==> config.mk <==
export PLATFORM = sky130hd
export DESIGN_NAME = serial_flash_pin_frontend
export DESIGN_NICKNAME = d
export VERILOG_FILES = /design/src/flash_pin_pkg.sv /design/src/rx_word_buffer.sv /design/src/serial_flash_pin_frontend.sv
export SDC_FILE = /design/constraint.sdc
export NUM_CORES = 1
export LEC_CHECK = 0
export ABC_AREA = 1
export BUFFER_PORTS_ARGS = -buffer_cell sky130_fd_sc_hd__buf_2
export CAP_MARGIN = 20
export CORE_ASPECT_RATIO = 1.4
export CORE_UTILIZATION = 60
export DETAILED_ROUTE_END_ITERATION = 10
export PLACE_DENSITY = 0.92
export RECOVER_POWER = 25
export SLEW_MARGIN = 15
export SYNTH_ARGS = -nofsm -noshare
export SYNTH_HDL_FRONTEND = slang
export SYNTH_SLANG_ARGS = --single-unit
export TNS_END_PERCENT = 1
==> constraint.sdc <==
create_clock -name sys_clk -period 5.7 [get_ports sys_clk]
set_input_delay 0.855 -clock sys_clk [delete_from_list [all_inputs] [get_ports sys_clk]]
set_output_delay 0.855 -clock sys_clk [all_outputs]
set_load 0.1 [all_outputs]
==> src/flash_pin_pkg.sv <==
package flash_pin_pkg;

  // Lane widths of the serial link
  typedef enum logic [1:0] {
    LANES_1 = 2'b00,
    LANES_2 = 2'b01,
    LANES_4 = 2'b10
  } lane_mode_t;

  localparam int DATA_W      = 8;
  localparam int ADDR_W      = 24;
  localparam int ADDR_BYTES  = 3;
  localparam int SECTOR_LSB  = 12;
  localparam int HALF_LSB    = 15;
  localparam int BLOCK_LSB   = 16;
  localparam int SYNC_STAGES = 3;
  localparam int BUF_DEPTH   = 2;

  localparam logic [7:0] TX_IDLE_BYTE = 8'hFF;
  localparam logic [3:0] OE_OFF       = 4'h0;
  localparam logic [1:0] IDX_RST      = 2'h0;
  localparam logic [2:0] BIT_RST      = 3'h0;

  // A received byte and its position within the selection
  typedef struct packed {
    logic [7:0] data;
    logic [1:0] index;
  } rx_word_t;

  // Decoded location of the captured byte address
  typedef struct packed {
    logic [23:0] addr;
    logic [11:0] sector;
    logic [8:0]  half_block;
    logic [7:0]  block;
  } addr_info_t;

endpackage : flash_pin_pkg

==> src/rx_word_buffer.sv <==
`timescale 1ns/10ps
`default_nettype none
module rx_word_buffer #(
  parameter int WIDTH = 10,
  parameter int DEPTH = 2
) (
  // Clocking
  input  wire logic             sys_clk,
  input  wire logic             rst,
  input  wire logic             ce,
  // Fill side
  input  wire logic             in_valid,
  output logic                  in_ready,
  input  wire logic [WIDTH-1:0] in_data,
  // Drain side
  output logic                  out_valid,
  input  wire logic             out_ready,
  output logic [WIDTH-1:0]      out_data
);
  if (DEPTH < 2 || DEPTH > 8 || WIDTH < 1) begin : g_bad_param
    $error("rx_word_buffer: unsupported WIDTH or DEPTH");
  end

  // Shift organisation keeps the head in entry 0, so the drain side
  // reads straight out of a flip-flop.
  logic [WIDTH-1:0] mem_r [DEPTH];
  logic [3:0]       cnt_r;
  logic             push;
  logic             pop;

  assign in_ready = (cnt_r < 4'(DEPTH));
  assign push     = in_valid && in_ready;
  assign pop      = out_valid && out_ready;
  assign out_data = mem_r[0];

  always_ff @(posedge sys_clk) begin
    if (rst) begin
      cnt_r     <= 4'h0;
      out_valid <= 1'b0;
    end else if (ce) begin
      if (push && !pop) begin
        cnt_r     <= cnt_r + 4'h1;
        out_valid <= 1'b1;
      end else if (pop && !push) begin
        cnt_r     <= cnt_r - 4'h1;
        out_valid <= (cnt_r > 4'h1);
      end
    end
  end

  always_ff @(posedge sys_clk) begin
    if (ce) begin
      for (int i = 0; i < DEPTH; i++) begin
        if (pop) begin
          if (push && (4'(i) == cnt_r - 4'h1)) begin
            mem_r[i] <= in_data;
          end else if (i < DEPTH - 1) begin
            mem_r[i] <= mem_r[i+1];
          end
        end else if (push && (4'(i) == cnt_r)) begin
          mem_r[i] <= in_data;
        end
      end
    end
  end
endmodule : rx_word_buffer
`default_nettype wire

==> src/serial_flash_pin_frontend.sv <==
// How it works
// - Chip select high: ignore all pins but the protect pin, all data line enables off.
// - Deselected and not busy gives standby; chip select low gives active.
// - No decoding until a chip select falling edge follows reset.
// - Command, address and write data sampled on clock rising edges.
// - Output bits change only after clock falling edges.
// - Single-lane mode: line 0 is input only, one bit per clock.
// - Dual/quad: line 0 sampled on rises, driven from falls when returning.
// - Dual/quad: line 1 receives on rises, shifts read data on falls.
// - Quad off, protect hi 0, lo 1, protect pin low blocks status writes.
// - Quad on: protect pin is data line 2, no write protection.
// - Quad off: fourth pin is the pause input.
// - Quad on: fourth pin is data line 3, never pauses.
// - Pause freezes bit and byte position, only while selected.
// - Pause starts on pause-pin fall while clock is low.
// - Pause ends on pause-pin rise while clock is low, then resumes.
// - Address splits into 4 KB sectors, 32 KB half blocks, 64 KB blocks.
// - While paused, outputs off, data input and clock ignored.
// - Deselect while paused resets interface and drops the command.
// - Quad width honoured only while quad enable is set.
`timescale 1ns/10ps
`default_nettype none
module serial_flash_pin_frontend (
  // Clocking
  input  wire logic                       sys_clk,
  input  wire logic                       rst,
  input  wire logic                       ce,
  // Link pins
  input  wire logic                       cs_n_pin,
  input  wire logic                       sck_pin,
  input  wire logic [3:0]                 data_line_in,
  output logic [3:0]                      data_line_out,
  output logic [3:0]                      data_line_oe,
  // Mode and status bits from the core
  input  wire logic                       quad_io_enable_bit,
  input  wire logic                       status_protect_bit_hi,
  input  wire logic                       status_protect_bit_lo,
  input  wire logic                       internal_busy,
  input  wire flash_pin_pkg::lane_mode_t  lane_mode,
  input  wire logic                       return_data,
  // Received bytes
  output logic                            rx_valid,
  input  wire logic                       rx_ready,
  output flash_pin_pkg::rx_word_t         rx_word,
  // Bytes to return
  input  wire logic                       tx_valid,
  output logic                            tx_take_r,
  input  wire logic [7:0]                 tx_data,
  // State
  output logic                            standby_r,
  output logic                            active_r,
  output logic                            paused_r,
  output logic                            status_write_blocked_r,
  output logic                            rx_overrun_r,
  output logic                            addr_valid_r,
  output flash_pin_pkg::addr_info_t       addr_info_r
);
  localparam int NS = flash_pin_pkg::SYNC_STAGES;

  // Pin synchronisers: a change counts once the last two stages agree
  logic [NS-1:0] cs_s_r;
  logic [NS-1:0] sck_s_r;
  logic [NS-1:0] dl_s_r [4];
  logic          cs_f_r;
  logic          sck_f_r;
  logic [3:0]    dl_f_r;

  always_ff @(posedge sys_clk) begin
    if (rst) begin
      cs_s_r  <= '1;
      sck_s_r <= '0;
      for (int i = 0; i < 4; i++) begin
        dl_s_r[i] <= '1;
      end
    end else if (ce) begin
      cs_s_r  <= {cs_s_r[NS-2:0], cs_n_pin};
      sck_s_r <= {sck_s_r[NS-2:0], sck_pin};
      for (int i = 0; i < 4; i++) begin
        dl_s_r[i] <= {dl_s_r[i][NS-2:0], data_line_in[i]};
      end
    end
  end

  always_ff @(posedge sys_clk) begin
    if (rst) begin
      cs_f_r  <= 1'b1;
      sck_f_r <= 1'b0;
      dl_f_r  <= 4'hF;
    end else if (ce) begin
      if (cs_s_r[1] == cs_s_r[2]) begin
        cs_f_r <= cs_s_r[2];
      end
      if (sck_s_r[1] == sck_s_r[2]) begin
        sck_f_r <= sck_s_r[2];
      end
      for (int i = 0; i < 4; i++) begin
        if (dl_s_r[i][1] == dl_s_r[i][2]) begin
          dl_f_r[i] <= dl_s_r[i][2];
        end
      end
    end
  end

  // Edge detection on the filtered levels
  logic cs_d_r;
  logic sck_d_r;
  logic hold_d_r;
  logic hold_lvl;
  always_ff @(posedge sys_clk) begin
    if (rst) begin
      cs_d_r   <= 1'b1;
      sck_d_r  <= 1'b0;
      hold_d_r <= 1'b1;
    end else if (ce) begin
      cs_d_r   <= cs_f_r;
      sck_d_r  <= sck_f_r;
      hold_d_r <= hold_lvl;
    end
  end

  logic cs_fall;
  logic cs_rise;
  logic sck_rise;
  logic sck_fall;
  logic hold_fall;
  logic hold_rise;
  // Delayed levels reset to the idle pin levels, so no false edge
  // follows reset.
  assign cs_fall   = cs_d_r && !cs_f_r;
  assign cs_rise   = !cs_d_r && cs_f_r;
  assign sck_rise  = !sck_d_r && sck_f_r;
  assign sck_fall  = sck_d_r && !sck_f_r;
  assign hold_lvl  = quad_io_enable_bit ? 1'b1 : dl_f_r[3];
  assign hold_fall = hold_d_r && !hold_lvl;
  assign hold_rise = !hold_d_r && hold_lvl;

  // Selection and arming. Arming needs select seen high from the pin
  // itself, not from the synchroniser's reset value, so a select held
  // low through reset never counts as a falling edge.
  logic [NS-1:0] flush_r;
  logic          cs_hi_seen_r;
  logic          armed_r;
  logic          sel;
  assign sel = !cs_f_r && armed_r;
  always_ff @(posedge sys_clk) begin
    if (rst) begin
      flush_r      <= '0;
      cs_hi_seen_r <= 1'b0;
      armed_r      <= 1'b0;
    end else if (ce) begin
      flush_r <= {flush_r[NS-2:0], 1'b1};
      if (flush_r[NS-1] && cs_s_r[NS-1]) begin
        cs_hi_seen_r <= 1'b1;
      end
      if (cs_fall && cs_hi_seen_r) begin
        armed_r <= 1'b1;
      end
    end
  end

  always_ff @(posedge sys_clk) begin
    if (rst) begin
      standby_r <= 1'b0;
      active_r  <= 1'b0;
    end else if (ce) begin
      standby_r <= cs_f_r && !internal_busy;
      active_r  <= !cs_f_r;
    end
  end

  // Pause state
  always_ff @(posedge sys_clk) begin
    if (rst) begin
      paused_r <= 1'b0;
    end else if (ce) begin
      if (cs_f_r) begin
        paused_r <= 1'b0;
      end else if (sel && hold_fall && !sck_f_r) begin
        paused_r <= 1'b1;
      end else if (hold_rise && !sck_f_r) begin
        paused_r <= 1'b0;
      end
    end
  end

  // Effective lane count; quad only while enabled
  logic [1:0] lanes;
  always_comb begin
    lanes = 2'd0;
    case (lane_mode)
      flash_pin_pkg::LANES_2: lanes = 2'd1;
      flash_pin_pkg::LANES_4: lanes = quad_io_enable_bit ? 2'd2 : 2'd0;
      default:                lanes = 2'd0;
    endcase
  end

  // Receive shifter
  logic       shifting;
  logic [7:0] rx_sh_r;
  logic [2:0] bit_cnt_r;
  logic [1:0] byte_cnt_r;
  logic [7:0] rx_next;
  logic [2:0] bit_next;
  logic       byte_done;
  logic       buf_ready;

  assign shifting = sel && !paused_r && sck_rise && !return_data;
  always_comb begin
    rx_next  = {rx_sh_r[6:0], dl_f_r[0]};
    bit_next = bit_cnt_r + 3'd1;
    case (lanes)
      2'd1: begin
        rx_next  = {rx_sh_r[5:0], dl_f_r[1], dl_f_r[0]};
        bit_next = bit_cnt_r + 3'd2;
      end
      2'd2: begin
        rx_next  = {rx_sh_r[3:0], dl_f_r[3:0]};
        bit_next = bit_cnt_r + 3'd4;
      end
      default: begin
        rx_next  = {rx_sh_r[6:0], dl_f_r[0]};
        bit_next = bit_cnt_r + 3'd1;
      end
    endcase
  end
  assign byte_done = shifting && (bit_next == flash_pin_pkg::BIT_RST);

  always_ff @(posedge sys_clk) begin
    if (rst) begin
      rx_sh_r    <= 8'h00;
      bit_cnt_r  <= flash_pin_pkg::BIT_RST;
      byte_cnt_r <= flash_pin_pkg::IDX_RST;
    end else if (ce) begin
      if (cs_f_r) begin
        bit_cnt_r  <= flash_pin_pkg::BIT_RST;
        byte_cnt_r <= flash_pin_pkg::IDX_RST;
      end else if (shifting) begin
        rx_sh_r   <= rx_next;
        bit_cnt_r <= bit_next;
        if (byte_done && byte_cnt_r != 2'd3) begin
          byte_cnt_r <= byte_cnt_r + 2'd1;
        end
      end
    end
  end

  // Bytes 1 to 3 of a selection form the byte address
  always_ff @(posedge sys_clk) begin
    if (rst) begin
      addr_valid_r <= 1'b0;
      addr_info_r  <= '0;
    end else if (ce) begin
      if (cs_f_r) begin
        addr_valid_r <= 1'b0;
      end else if (byte_done && byte_cnt_r != 2'd0 && !addr_valid_r) begin
        addr_info_r.addr <= {addr_info_r.addr[15:0], rx_next};
        addr_valid_r     <= (byte_cnt_r == 2'd3);
      end else if (addr_valid_r) begin
        addr_info_r.sector     <= addr_info_r.addr[23:flash_pin_pkg::SECTOR_LSB];
        addr_info_r.half_block <= addr_info_r.addr[23:flash_pin_pkg::HALF_LSB];
        addr_info_r.block      <= addr_info_r.addr[23:flash_pin_pkg::BLOCK_LSB];
      end
    end
  end

  // The core cannot stall the host's clock, so a full buffer costs a
  // byte and raises a sticky overrun flag instead.
  flash_pin_pkg::rx_word_t push_word;
  assign push_word = '{data: rx_next, index: byte_cnt_r};
  rx_word_buffer #(
    .WIDTH ($bits(flash_pin_pkg::rx_word_t)),
    .DEPTH (flash_pin_pkg::BUF_DEPTH)
  ) u_rx_buf (
    .sys_clk   (sys_clk),
    .rst       (rst),
    .ce        (ce),
    .in_valid  (byte_done),
    .in_ready  (buf_ready),
    .in_data   (push_word),
    .out_valid (rx_valid),
    .out_ready (rx_ready),
    .out_data  (rx_word)
  );

  always_ff @(posedge sys_clk) begin
    if (rst) begin
      rx_overrun_r <= 1'b0;
    end else if (ce && byte_done && !buf_ready) begin
      rx_overrun_r <= 1'b1;
    end
  end

  // Protect pin
  always_ff @(posedge sys_clk) begin
    if (rst) begin
      status_write_blocked_r <= 1'b0;
    end else if (ce) begin
      status_write_blocked_r <= !quad_io_enable_bit && !status_protect_bit_hi
                                && status_protect_bit_lo && !dl_f_r[2];
    end
  end

  // Transmit shifter, loaded and advanced only on clock falls
  logic [7:0] tx_sh_r;
  logic [2:0] tx_left_r;
  logic       driving;
  logic [7:0] tx_src;
  assign driving = sel && !paused_r && return_data && sck_fall;
  assign tx_src  = (tx_left_r == 3'd0)
                   ? (tx_valid ? tx_data : flash_pin_pkg::TX_IDLE_BYTE)
                   : tx_sh_r;

  always_ff @(posedge sys_clk) begin
    if (rst) begin
      tx_sh_r       <= 8'h00;
      tx_left_r     <= 3'd0;
      tx_take_r     <= 1'b0;
      data_line_out <= 4'h0;
    end else if (ce) begin
      tx_take_r <= driving && tx_left_r == 3'd0 && tx_valid;
      if (cs_f_r) begin
        tx_left_r <= 3'd0;
      end else if (driving) begin
        case (lanes)
          2'd1: begin
            data_line_out <= {2'b00, tx_src[7:6]};
            tx_sh_r       <= {tx_src[5:0], 2'b00};
            tx_left_r     <= tx_left_r - 3'd2;
          end
          2'd2: begin
            data_line_out <= tx_src[7:4];
            tx_sh_r       <= {tx_src[3:0], 4'h0};
            tx_left_r     <= tx_left_r - 3'd4;
          end
          default: begin
            data_line_out <= {2'b00, tx_src[7], 1'b0};
            tx_sh_r       <= {tx_src[6:0], 1'b0};
            tx_left_r     <= tx_left_r - 3'd1;
          end
        endcase
      end
    end
  end

  // Enables follow the lane width; off whenever deselected or paused
  always_ff @(posedge sys_clk) begin
    if (rst) begin
      data_line_oe <= flash_pin_pkg::OE_OFF;
    end else if (ce) begin
      if (!sel || paused_r || !return_data) begin
        data_line_oe <= flash_pin_pkg::OE_OFF;
      end else if (driving) begin
        case (lanes)
          2'd1:    data_line_oe <= 4'h3;
          2'd2:    data_line_oe <= 4'hF;
          default: data_line_oe <= 4'h2;
        endcase
      end
    end
  end
endmodule : serial_flash_pin_frontend
`default_nettype wire

; Yosys cells after proc, flatten, opt, wreduce, memory -nomap -nowiden
; Memories as Yosys holds them, arrays and structs flattened.
; Cells that the tools add are included.
[totals]
ff_bits = 116
out_inout_bits = 79
n_memories = 2
word_cells = 220
ram_bits = 32
latch_bits = 0
romBits = 0
inputBits = 26
[op_classes]
n_eq_ne = 14
n_reduce_logical = 86
div = 0
mux = 64
add_sub_neg = 9
n_lt_le_gt_ge = 2
shifts = 0
bitwise = 9
mul = 0
[mem_list]
columns = name, depth, width, read_ports, rd_ports_with_merged_regs, write_ports, line_no
row1 = u_rx_buf.mem_r, 2, 10, 2, 0, 1, rx_word_buffer.sv:26  ; logic [WIDTH-1:0] mem_r [DEPTH];
row2 = dl_s_r, 4, 3, 4, 0, 4, serial_flash_pin_frontend.sv:63  ; logic [NS-1:0] dl_s_r [4];
[op_table]
columns = op, n
row1 = $mux 10, 4
row2 = $logic_and 1x1->1, 36
row3 = $mux 1, 35
row4 = $pmux 8 s2, 2
row5 = $reduce_and 2->1, 14
row6 = $mux 3, 8
row7 = $logic_not 1->1, 16
row8 = $mux 4, 4
row9 = $mux 8, 2
row10 = $pmux 4 s2, 2
row11 = $reduce_bool 2->1, 7
row12 = $pmux 3 s2, 2
row13 = $reduce_and 3->1, 4
row14 = $reduce_or 10->1, 1
row15 = $eq 1x4->1 const A, 2
row16 = $logic_not 4->1, 2
row17 = $mux 2, 4
row18 = $or 1x1->1, 7
row19 = $eq 1x1->1, 6
row20 = $eq 2x2->1 const B, 3
row21 = $logic_not 3->1, 2
row22 = $add 4x1->4 const B, 1
row23 = $eq 2x1->1 const B, 2
row24 = $gt 4x1->1 const B, 1
row25 = 15 further kinds, 17

; Depth between registers and ports, before layout
; Gate-level depths: netlist of run 1.
[depth]
depth_word = 15
mapped_depth = 16
depth_no_buf = 15

; Modules after synthesis
; From an unflattened synthesis of run 1, not the netlist that was laid out.
[hier_totals]
hier_cells = 685
hier_area_um2 = 5716.7
[by_module_without_submodules]
columns = mod, cells_per_inst, instances, area_each_um2
row1 = serial_flash_pin_frontend, 563, 1, 4479.3
row2 = rx_word_buffer, 122, 1, 1237.4

; Worst setup path after synthesis of run 1
; No wires, ideal clock.
[synth_path]
kind = in2reg
start = input port lane_mode[0]
end = memory u_rx_buf.mem_r[1][0] (enable)
slack_ns = 2.233
setup_time_ns = 0.380
required_ns = 5.320
t_arrival_ns = 3.088
n_path_buf = 1
path_stages = 11
cell_sequence = inv_1 ha_1 nor3_1 ha_1 inv_2 buf_6 nor2_1 nor2_2 nand3_2 nor3_1 a21boi_1
[synth_via]
elab_chain_cells = 15
[synth_lines]
columns = item, line_no
row1 = "start, declared", serial_flash_pin_frontend.sv:39  ; input wire flash_pin_pkg::lane_mode_t lane_mode,
row2 = $eq 2x2->1 or $eq 2x1->1 (tied branches), serial_flash_pin_frontend.sv:190  ; case (lane_mode)
row3 = $pmux 2 s2 (*), serial_flash_pin_frontend.sv:190
row4 = $eq 2x2->1 or $eq 2x1->1 (tied branches), serial_flash_pin_frontend.sv:211  ; case (lanes)
row5 = $pmux 3 s2 (*), serial_flash_pin_frontend.sv:211
row6 = $logic_not 3->1 (*), serial_flash_pin_frontend.sv:226  ; assign byte_done = shifting && (bit_next == flash_pin_pkg::BIT_RST);
row7 = $logic_and 1x1->1 (*), serial_flash_pin_frontend.sv:226
row8 = $logic_and 1x1->1 (*), rx_word_buffer.sv:32  ; assign push = in_valid && in_ready;
row9 = $logic_and 1x1->1 (on tied branches), "rx_word_buffer.sv:55, rx_word_buffer.sv:60"
row10 = $mux 1 (on tied branches), "rx_word_buffer.sv:55, rx_word_buffer.sv:60"
row11 = $mux 1, rx_word_buffer.sv:54  ; if (pop) begin
row12 = $mux 1, rx_word_buffer.sv:52  ; if (ce) begin
row13 = $mux 1 (on tied branches), "rx_word_buffer.sv:56, rx_word_buffer.sv:61, rx_word_buffer.sv:58"
row14 = $or 1x1->1 (no line), --
row15 = $reduce_or 10->1 (no line) or $or 1x1->1 (tied branches), --
row16 = $mux 1 (no line), --
row17 = "end, declared", rx_word_buffer.sv:26
; Mark *: on every way between the ends. The rest lies on a longest branch, timed or not.

==> results.toml, run 1 <==
[min_path]
whs_path_depth = 2
min_from = "cs_hi_seen_r"
hold_class = "reg2reg"
min_delay_worst_endpoint = "cs_hi_seen_r"

[synth]
syn_inst = 689
seq_area_frac_synth_pct = 50.1
synth-seq-cells = 129
ys.flop_type = "dfxtp_1"
synthArstFlopShare_pct = 0
synth_edf_count = 32
synthTopCellsByArea = "dfxtp_1 33%, edfxtp_1 17%, nand2_1 8.0%"
ys_types = 37
yosys.area.top_type = "dfxtp_1"
syn_area_per_cell_sq_um = 8.41
synth_area_sq_um = 5800
yosys.area.top_type_share_pct = 33.5
syn-num-nets = 733
ys.warnings.count = 0

[grt]
gr-usage-all-layers_pct = 28.1
grt_max_degree = 51
grt_pass1_vias = 4860
grt_pass1_wl_um = 22400
grt_antenna_before_repair = 0
grt_overflow_total = 0

[timing]
fmax_mhz = 229
rsz0062_at_grt = "false"
relSlewSlack_pct = -40.1
finalSetupViolCount = 0
worst_pin_slew_ps = 2100
hold_viol = 0
period_share_pct = 76.7
setup_tns_ps = 0
clock-skew-final_ps = 8.44
period_needed_ps = 4370
finalMaxSlewViolations = 51
layout_setup_ws_ps = 1330

[floorplanning]
num_rows = 42
die-area_sq_um = 10100
core_area_sq_um = 9410
die_h_um = 118
io-pin-count = 105
die_w_um = 85.1
initial_utilization_pct = 61.6

[clocking]
cts_tree = "done"
htree_levels = 4
clock-root-buffer = "clkbuf_16"
clockBufferDepth = 2
holdBufCountCts = 0
insertion_delay_ps = 420
cts_inserted_buffers = 17
cts_resized = 0
cts.sinks = 129
cts_setup_buffers = 0
clkTransAtPathRegs_ps = 50

[status]
status = "finished with violations"
failed_checks = "capacitance limit, slew limit"

[setup_path]
crit_type = "in2reg"
critical_path_required_ps = 6000
critPathLaunchType = "primary input"
critical_path_arrival_ps = 4670
ff2ff_path_depth = 6
timing.rr.end = "addr_info_r[43]"
worst-path-max-fanout = 50
r2r_start = "cs_f_r"
critPathCaptureType = "register"
ff2ff_setup_slack_ps = 3140

[flow_run]
maxCapViolCount = 1

[cells_and_area]
antennaDiodeCount = 0
fin_nets = 807
syn_to_final_growth_pct = 15.0
drive_above_1_share_pct = 13.8
final_cell_mix = "123 x nand2_1, 97 x dfxtp_1, 77 x a21oi_1, 74 x nand3_1, 56 x buf_2"
final_common_cell = "nand2_1"
fillers = 683

[route]
drc = 0
postRouteAntennaNets = 0
drt-total-wl_um = 14100
wire_per_inst_um = 15.9
dr.first_iter.drc_count = 554
vias = 5291
via_per_inst = 5.97
first_pass_iters = 8

[pwr]
ir_worst_vdd_v = 0.000259
p_leak_nw = 2.62
power_density_nw_per_um2 = 317

[placement]
pre_cts_slack_ps = 1470
numPortBuffers = 104
place_congestion = 0.887
dp_hpwl_um = 9330
==> where the power goes <==
part	total [W]	internal, W	switching (W)	leakage (nW)
logic	0.0000802	0.0000223	0.0000579	1.27
clock network	0.00109	0.000697	0.000390	0.278
registers	0.000948	0.000944	0.00000331	1.07
total	0.00211	0.00166	0.000451	2.62
==> cell usage after synthesis (3+ instances only) <==
cell type / n
a21oi_1: 77
buf_1: 4
buf_2: 11
buf_4: 19
buf_6: 5
clkbuf_1: 12
dfxtp_1: 97
edfxtp_1: 32
ha_1: 18
inv_1: 54
inv_2: 7
nand2_1: 123
nand2_2: 3
nand3_1: 74
nand3_2: 3
nand4_1: 4
nor2_1: 44
nor2_4: 4
nor3_1: 5
o21ai_0: 38
o221ai_1: 7
o22ai_1: 15
o31ai_1: 3
or2_2: 8
xor2_1: 3
==> worst max path at each step <==
stage	slack [ps]	from	endpoint	depth (start not counted)
detailed placement	1470	lane_mode[0]	u_rx_buf.mem_r[0][4]	14
finish	1330	rst	tx_take_r	6
global route	940	rst	cs_f_r	6
CTS	1870	lane_mode[0]	u_rx_buf.mem_r[0][4]	14
global placement	1700	lane_mode[0]	u_rx_buf.mem_r[1][0]	11
floorplan	2230	lane_mode[0]	u_rx_buf.mem_r[1][0]	11
==> cells by family after synthesis <==
kind of cell / Yosys count / synth area share (%)
flops: 129 / 50.1
compound gates: 156 / 15.2
simple gates: 271 / 21.0
xor+xnor: 3 / 0.453
fa+ha+maj: 18 / 3.89
buf+inv: 112 / 9.37
==> final cells by class <==
| class | instances | area, sq um | share of cell area [%] |
|---|---|---|---|
| Clock inverter | 10 | 134 | 2.01 |
| Multi-Input combinational cell | 448 | 2340 | 35.1 |
| Tap cell | 110 | 138 | 2.06 |
| Inverter | 61 | 229 | 3.43 |
| Clock buffer | 22 | 454 | 6.81 |
| Sequential cell | 129 | 2900 | 43.5 |
| Timing Repair Buffer | 106 | 468 | 7.02 |
==> worst max-delay path, stage by stage <==
cell	delay, ps
clkbuf_1	680
clkbuf_1	1570
nor2_1	510
inv_1	670
nor2_1	90
a32o_1	270
==> stage by stage <==
step	util, %	std cells	cell area [sq um]	hold slack, ps	total power, W
after detailed placement	65.4	854	6150	441	0.00105
after CTS	71.7	886	6740	452	0.00212
after global placement	65.4	853	6150	430	0.00104
after floorplan	-	689	5800	429	0.00102
final	70.9	886	6670	451	0.00211
after global routing	70.9	886	6670	470	0.00217
==> registers in the layout, indices dropped and copies added (netlist names), 2 cells and up <==
name            cells
tx_left_r           3
dl_s_r             12
dl_f_r              4
sck_s_r             3
tx_sh_r             7
u_rx_buf.mem_r     20
addr_info_r        36
cs_s_r              3
flush_r             3
u_rx_buf.cnt_r      4
byte_cnt_r          2
rx_sh_r             7
data_line_oe        3
data_line_out       4
bit_cnt_r           3
==> routing by layer <==
layer	global-route usage, %	vias up	wire length, um
li1	-	2471	-
met1	32.9	2489	5360
met2	47.9	287	7270
met3	5.87	44	981
met4	15.0	0	443
met5	0	-	0
No activity file was read; power rests on OpenSTA's default activity.
==> run 2: changes to the inputs <==
Settings changed: CORE_UTILIZATION 60 to 56, PLACE_DENSITY 0.92 to 0.87.
Clock period 5.7 ns to 4.2 ns, I/O delays scaled along.
==> run 2 against run 1 <==
The run still ends with capacitance limit, slew limit left. Combinational power rose by 40%. Critical path depth increased by 8. Core utilization shrank 3.0 points. Count of clock-buffer cells in the layout grew 3. Critical path type unchanged. Critical endpoint is now u_rx_buf.cnt_r[2]. Largest power group unchanged.
==> results.toml, run 2 (synthesized netlist as in run 1, its figures left out) <==
[status]
failed_checks = "capacitance limit, slew limit"
status = "finished with violations"

[timing]
hold_viol = 0
whs_ps = 400
setup_tns_ps = 0
period_needed_ps = 3430
rsz0062_at_grt = "false"
relSlewSlack_pct = -12.0
finalSetupViolCount = 0
clock-skew-final_ps = 7.67
layout_setup_ws_ps = 767
finalMaxSlewViolations = 36
worst_pin_slew_ps = 1680
period_share_pct = 81.7
fmax_mhz = 291

[cells_and_area]
largest_register = "addr_info_r"
fin_nets = 812
final_cell_mix = "123 x nand2_1, 97 x dfxtp_1, 77 x a21oi_1, 74 x nand3_1, 61 x buf_2"
antennaDiodeCount = 0
largest_register_ffs = 36
regArea_sq_um = 2900
fillers = 771
drive_above_1_share_pct = 15.9
syn_to_final_growth_pct = 17.2
final_common_cell = "nand2_1"
multi_input_area_sq_um = 2340
reg_top3 = "addr_info_r (36), u_rx_buf.mem_r (20), dl_s_r (12)"

[setup_path]
critical_path_arrival_ps = 3740
worst-path-max-fanout = 22
cp_slowest_stage_delay_ps = 360
critPathTopFamily = "simple AND/OR/NAND/NOR gates"
crit_top_cell = "ha_1"
crit_type = "in2reg"
crit_chain = "buf_2 > inv_1 > ha_1 > nor3_1 > ha_1 > inv_2 > nor2_1 > nor2_2 > nand3_2 > nor3_1 > ha_1 > nor2_2 > o21ai_0 > a221oi_1"
slowest_stage = "nor3_1"
critPathCaptureType = "register"
cp_num_buf_inv = 3
critPathLaunchType = "primary input"
critical_path_required_ps = 4510

[clocking]
clkTransAtPathRegs_ps = 60
htree_levels = 4
cts_tree = "done"
cts.sinks = 129
clockBufferDepth = 2
cts_setup_buffers = 0
cts_inserted_buffers = 17
clock-root-buffer = "clkbuf_16"
cts_resized = 0
holdBufCountCts = 0
insertion_delay_ps = 430

[route]
first_pass_iters = 8
drt-total-wl_um = 14400
wire_per_inst_um = 15.7
drc = 0
dr.first_iter.drc_count = 494
vias = 5229
via_per_inst = 5.71
postRouteAntennaNets = 0

[grt]
gr-usage-all-layers_pct = 27.6
grt_max_degree = 36
grt_overflow_total = 0
grt_pass1_wl_um = 22700
grt_antenna_before_repair = 0
grt_pass1_vias = 4977

[placement]
dp_hpwl_um = 9560
pre_cts_slack_ps = 415
numPortBuffers = 104
place_congestion = 0.915

[min_path]
hold_class = "in2reg"

[pwr]
p_leak_nw = 2.71
p_total_w = 0.00294
ir_worst_vdd_v = 0.000363
power_density_nw_per_um2 = 433

[floorplanning]
io-pin-count = 105
num_rows = 43
core_area_sq_um = 10000
die_w_um = 88.0
die_h_um = 122
initial_utilization_pct = 57.9
die-area_sq_um = 10800

[flow_run]
maxCapViolCount = 1
==> run 2: cell type report <==
type	instances	share of cell area, %
Tap cell	135	2.49
Multi-Input combinational cell	448	34.5
Clock buffer	25	8.22
Clock inverter	7	1.14
Timing Repair Buffer	111	7.54
Sequential cell	129	42.7
Inverter	61	3.37
==> run 2: metal layers <==
layer  up-vias  share of wire, %  global-route usage (%)
met5         -                 0                       0
met4         0               3.5                    15.1
met3        44               5.9                    5.58
met2       240                53                    48.5
met1      2470                38                    30.8
li1       2475                 -                       -
==> run 2: where the power goes <==
part | internal, W | switching [W] | leakage [nW]
logic | 0.0000316 | 0.0000801 | 1.32
registers | 0.00128 | 0.00000492 | 1.07
clock network | 0.000989 | 0.000556 | 0.318
total | 0.00230 | 0.000641 | 2.71
==> run 2: worst paths after layout <==
kind | slack [ps] | depth (start not counted) | startpoint | endpoint
min reg2reg | 450 | 2 | cs_s_r[0] | cs_s_r[0]
max | 770 | 14 | lane_mode[0] | u_rx_buf.cnt_r[2]
max reg2reg | 1710 | 10 | bit_cnt_r[1] | u_rx_buf.cnt_r[2]
min | 400 | 2 | status_protect_bit_hi | status_write_blocked_r
==> run 2: per-stage QoR <==
step                utilization [%]  instances  area (sq um)
detailed placement             62.2        884          6220
finish                         67.9        916          6790
floorplan                         -        689          5800
CTS                            68.5        916          6860
global placement               62.1        883          6220
global route                   67.9        916          6790
==> run 2: worst register-to-register path, stage by stage, from the launching register on <==
cell,delay (ps)
dfxtp_1,410
ha_1,260
nand2_1,80
nand2_1,50
nor2_1,130
nand3_2,120
nor3_1,280
ha_1,320
nor2_2,280
o21ai_0,150
a221oi_1,300
==> run 3: changes to the inputs <==
Clock period 4.2 ns to 3.3 ns, I/O delays scaled along.
==> run 3 against run 2 <==
The run still ends with capacitance limit, slew limit left. Sequential share of layout area down 0.20 points. Combinational power up 28%. Design area up 0.48%. Register-to-register slack worse by 700 ps. Power up 25%. Global-route usage up 0.36 points. Core utilization up 0.32 points. Clock power up 23%. Sequential power up 27%. Clock skew up 0.75 ps. Critical endpoint is now armed_r.
==> results.toml, run 3 (synthesized netlist as in run 1, its figures left out) <==
[timing]
period_share_pct = 90.2
setup_tns_ps = 0
relSlewSlack_pct = -24.5
finalSetupViolCount = 0
period_needed_ps = 2980
hold_viol = 0
finalMaxSlewViolations = 46
clock-skew-final_ps = 8.43
rsz0062_at_grt = "false"
worst_pin_slew_ps = 1870
fmax_mhz = 336

[grt]
gr-usage-all-layers_pct = 28.0
grt_pass1_vias = 5016
grt_pass1_wl_um = 23000
grt_antenna_before_repair = 0
grt_overflow_total = 0
grt_max_degree = 46

[setup_path]
crit_top_cell = "clkbuf_1"
cp_num_buf_inv = 2
crit_chain = "clkbuf_1 > clkbuf_1 > nor2_1 > a32o_1"
critical_path_arrival_ps = 3290
ff2ff_path_depth = 11
critPathLaunchType = "primary input"
crit_type = "in2reg"
worst-path-max-fanout = 45
critical_path_required_ps = 3610
r2r_start = "bit_cnt_r[0]"
slowest_stage = "clkbuf_1"
cp_slowest_stage_delay_ps = 1420
ff2ff_setup_slack_ps = 1010
critPathTopFamily = "buffers and inverters"
critPathCaptureType = "register"
timing.rr.end = "u_rx_buf.cnt_r[1]"

[cells_and_area]
largest_register_ffs = 36
reg_top3 = "addr_info_r (36), u_rx_buf.mem_r (20), dl_s_r (12)"
drive_above_1_share_pct = 19.0
finish.instance_area_sq_um = 6820
largest_register = "addr_info_r"
final_cell_mix = "123 x nand2_1, 97 x dfxtp_1, 80 x buf_2, 77 x a21oi_1, 74 x nand3_1"
final_common_cell = "nand2_1"
syn_to_final_growth_pct = 17.7
antennaDiodeCount = 0
fin_nets = 817

[route]
via_per_inst = 5.76
vias = 5305
postRouteAntennaNets = 0
first_pass_iters = 6
wire_per_inst_um = 15.6
drt-total-wl_um = 14400
drc = 0
dr.first_iter.drc_count = 517

[placement]
numPortBuffers = 104
dp_hpwl_um = 9710
postPlaceCellArea_sq_um = 6260
place_congestion = 0.872

[min_path]
hold_class = "in2reg"
min_from = "status_protect_bit_hi"
min_delay_worst_endpoint = "status_write_blocked_r"
whs_path_depth = 2

[clocking]
htree_levels = 4
clockBufferDepth = 2
cts_resized = 0
clkTransAtPathRegs_ps = 60
insertion_delay_ps = 420
clock-root-buffer = "clkbuf_16"
cts_setup_buffers = 0
cts.sinks = 129
cts_inserted_buffers = 17
holdBufCountCts = 0
cts_tree = "done"

[floorplanning]
io-pin-count = 105
die-area_sq_um = 10800
die_h_um = 122
initial_utilization_pct = 57.9
die_w_um = 88.0
num_rows = 43
core_area_sq_um = 10000

[pwr]
seqPwrFrac_pct = 44.5
cellInternalPower_w = 0.00283
ir_worst_vdd_v = 0.000533
p_leak_nw = 2.81
swShare_pct = 23.0
power_density_nw_per_um2 = 539
p_switching_w = 0.000848
clkPwrFrac_pct = 51.6
pwr-share-comb_pct = 3.9

[status]
failed_checks = "capacitance limit, slew limit"
status = "finished with violations"

[flow_run]
maxCapViolCount = 1
-- run 3: how the worst max path moves through the flow --
stage                       startpoint                   end  slack [ps]  depth (start not counted)
after global routing               rst               armed_r         100                          4
after global placement    lane_mode[0]    u_rx_buf.out_valid         200                         15
after CTS                 lane_mode[0]    u_rx_buf.out_valid         420                         16
after floorplan           lane_mode[0]  u_rx_buf.mem_r[1][0]         190                         11
final                              rst               armed_r         320                          4
after detailed placement  lane_mode[0]    u_rx_buf.out_valid          70                         16
-- run 3: through the flow --
stage                     hold WS (ps)  setup slack (ps)  std cells  util (%)  total power, W
after floorplan                    429               193        689         -         0.00177
after global placement             432               202        889      62.6         0.00181
after detailed placement           441              66.6        889      62.6         0.00181
after CTS                          256               417        921      68.6         0.00368
after global routing               261              97.3        921      68.2         0.00376
final                              260               324        921      68.2         0.00368
-- run 3: layout make-up --
type | count | area [sq um]
Fill cell | 813 | 3180
Sequential cell | 129 | 2900
Multi-Input combinational cell | 448 | 2340
Timing Repair Buffer | 116 | 577
Clock buffer | 20 | 489
Inverter | 61 | 229
Tap cell | 135 | 169
Clock inverter | 12 | 114
-- run 3: power groups by stage --
stage	Sequential [W]	Clock, W	Combinational (W)
after global routing	0.00164	0.00197	0.000157
after floorplan	0.00167	0	0.0000909
final	0.00164	0.00190	0.000143
after CTS	0.00164	0.00191	0.000142
after global placement	0.00167	0	0.000137
after detailed placement	0.00167	0	0.000142
-- run 3: routing by layer --
layer,share of wire [%],track usage [%],routed length (um)
met1,39,32.3,5560
met5,0,0,0
met3,6.3,7.13,904
met4,3.8,14.5,545
met2,51,47.2,7380
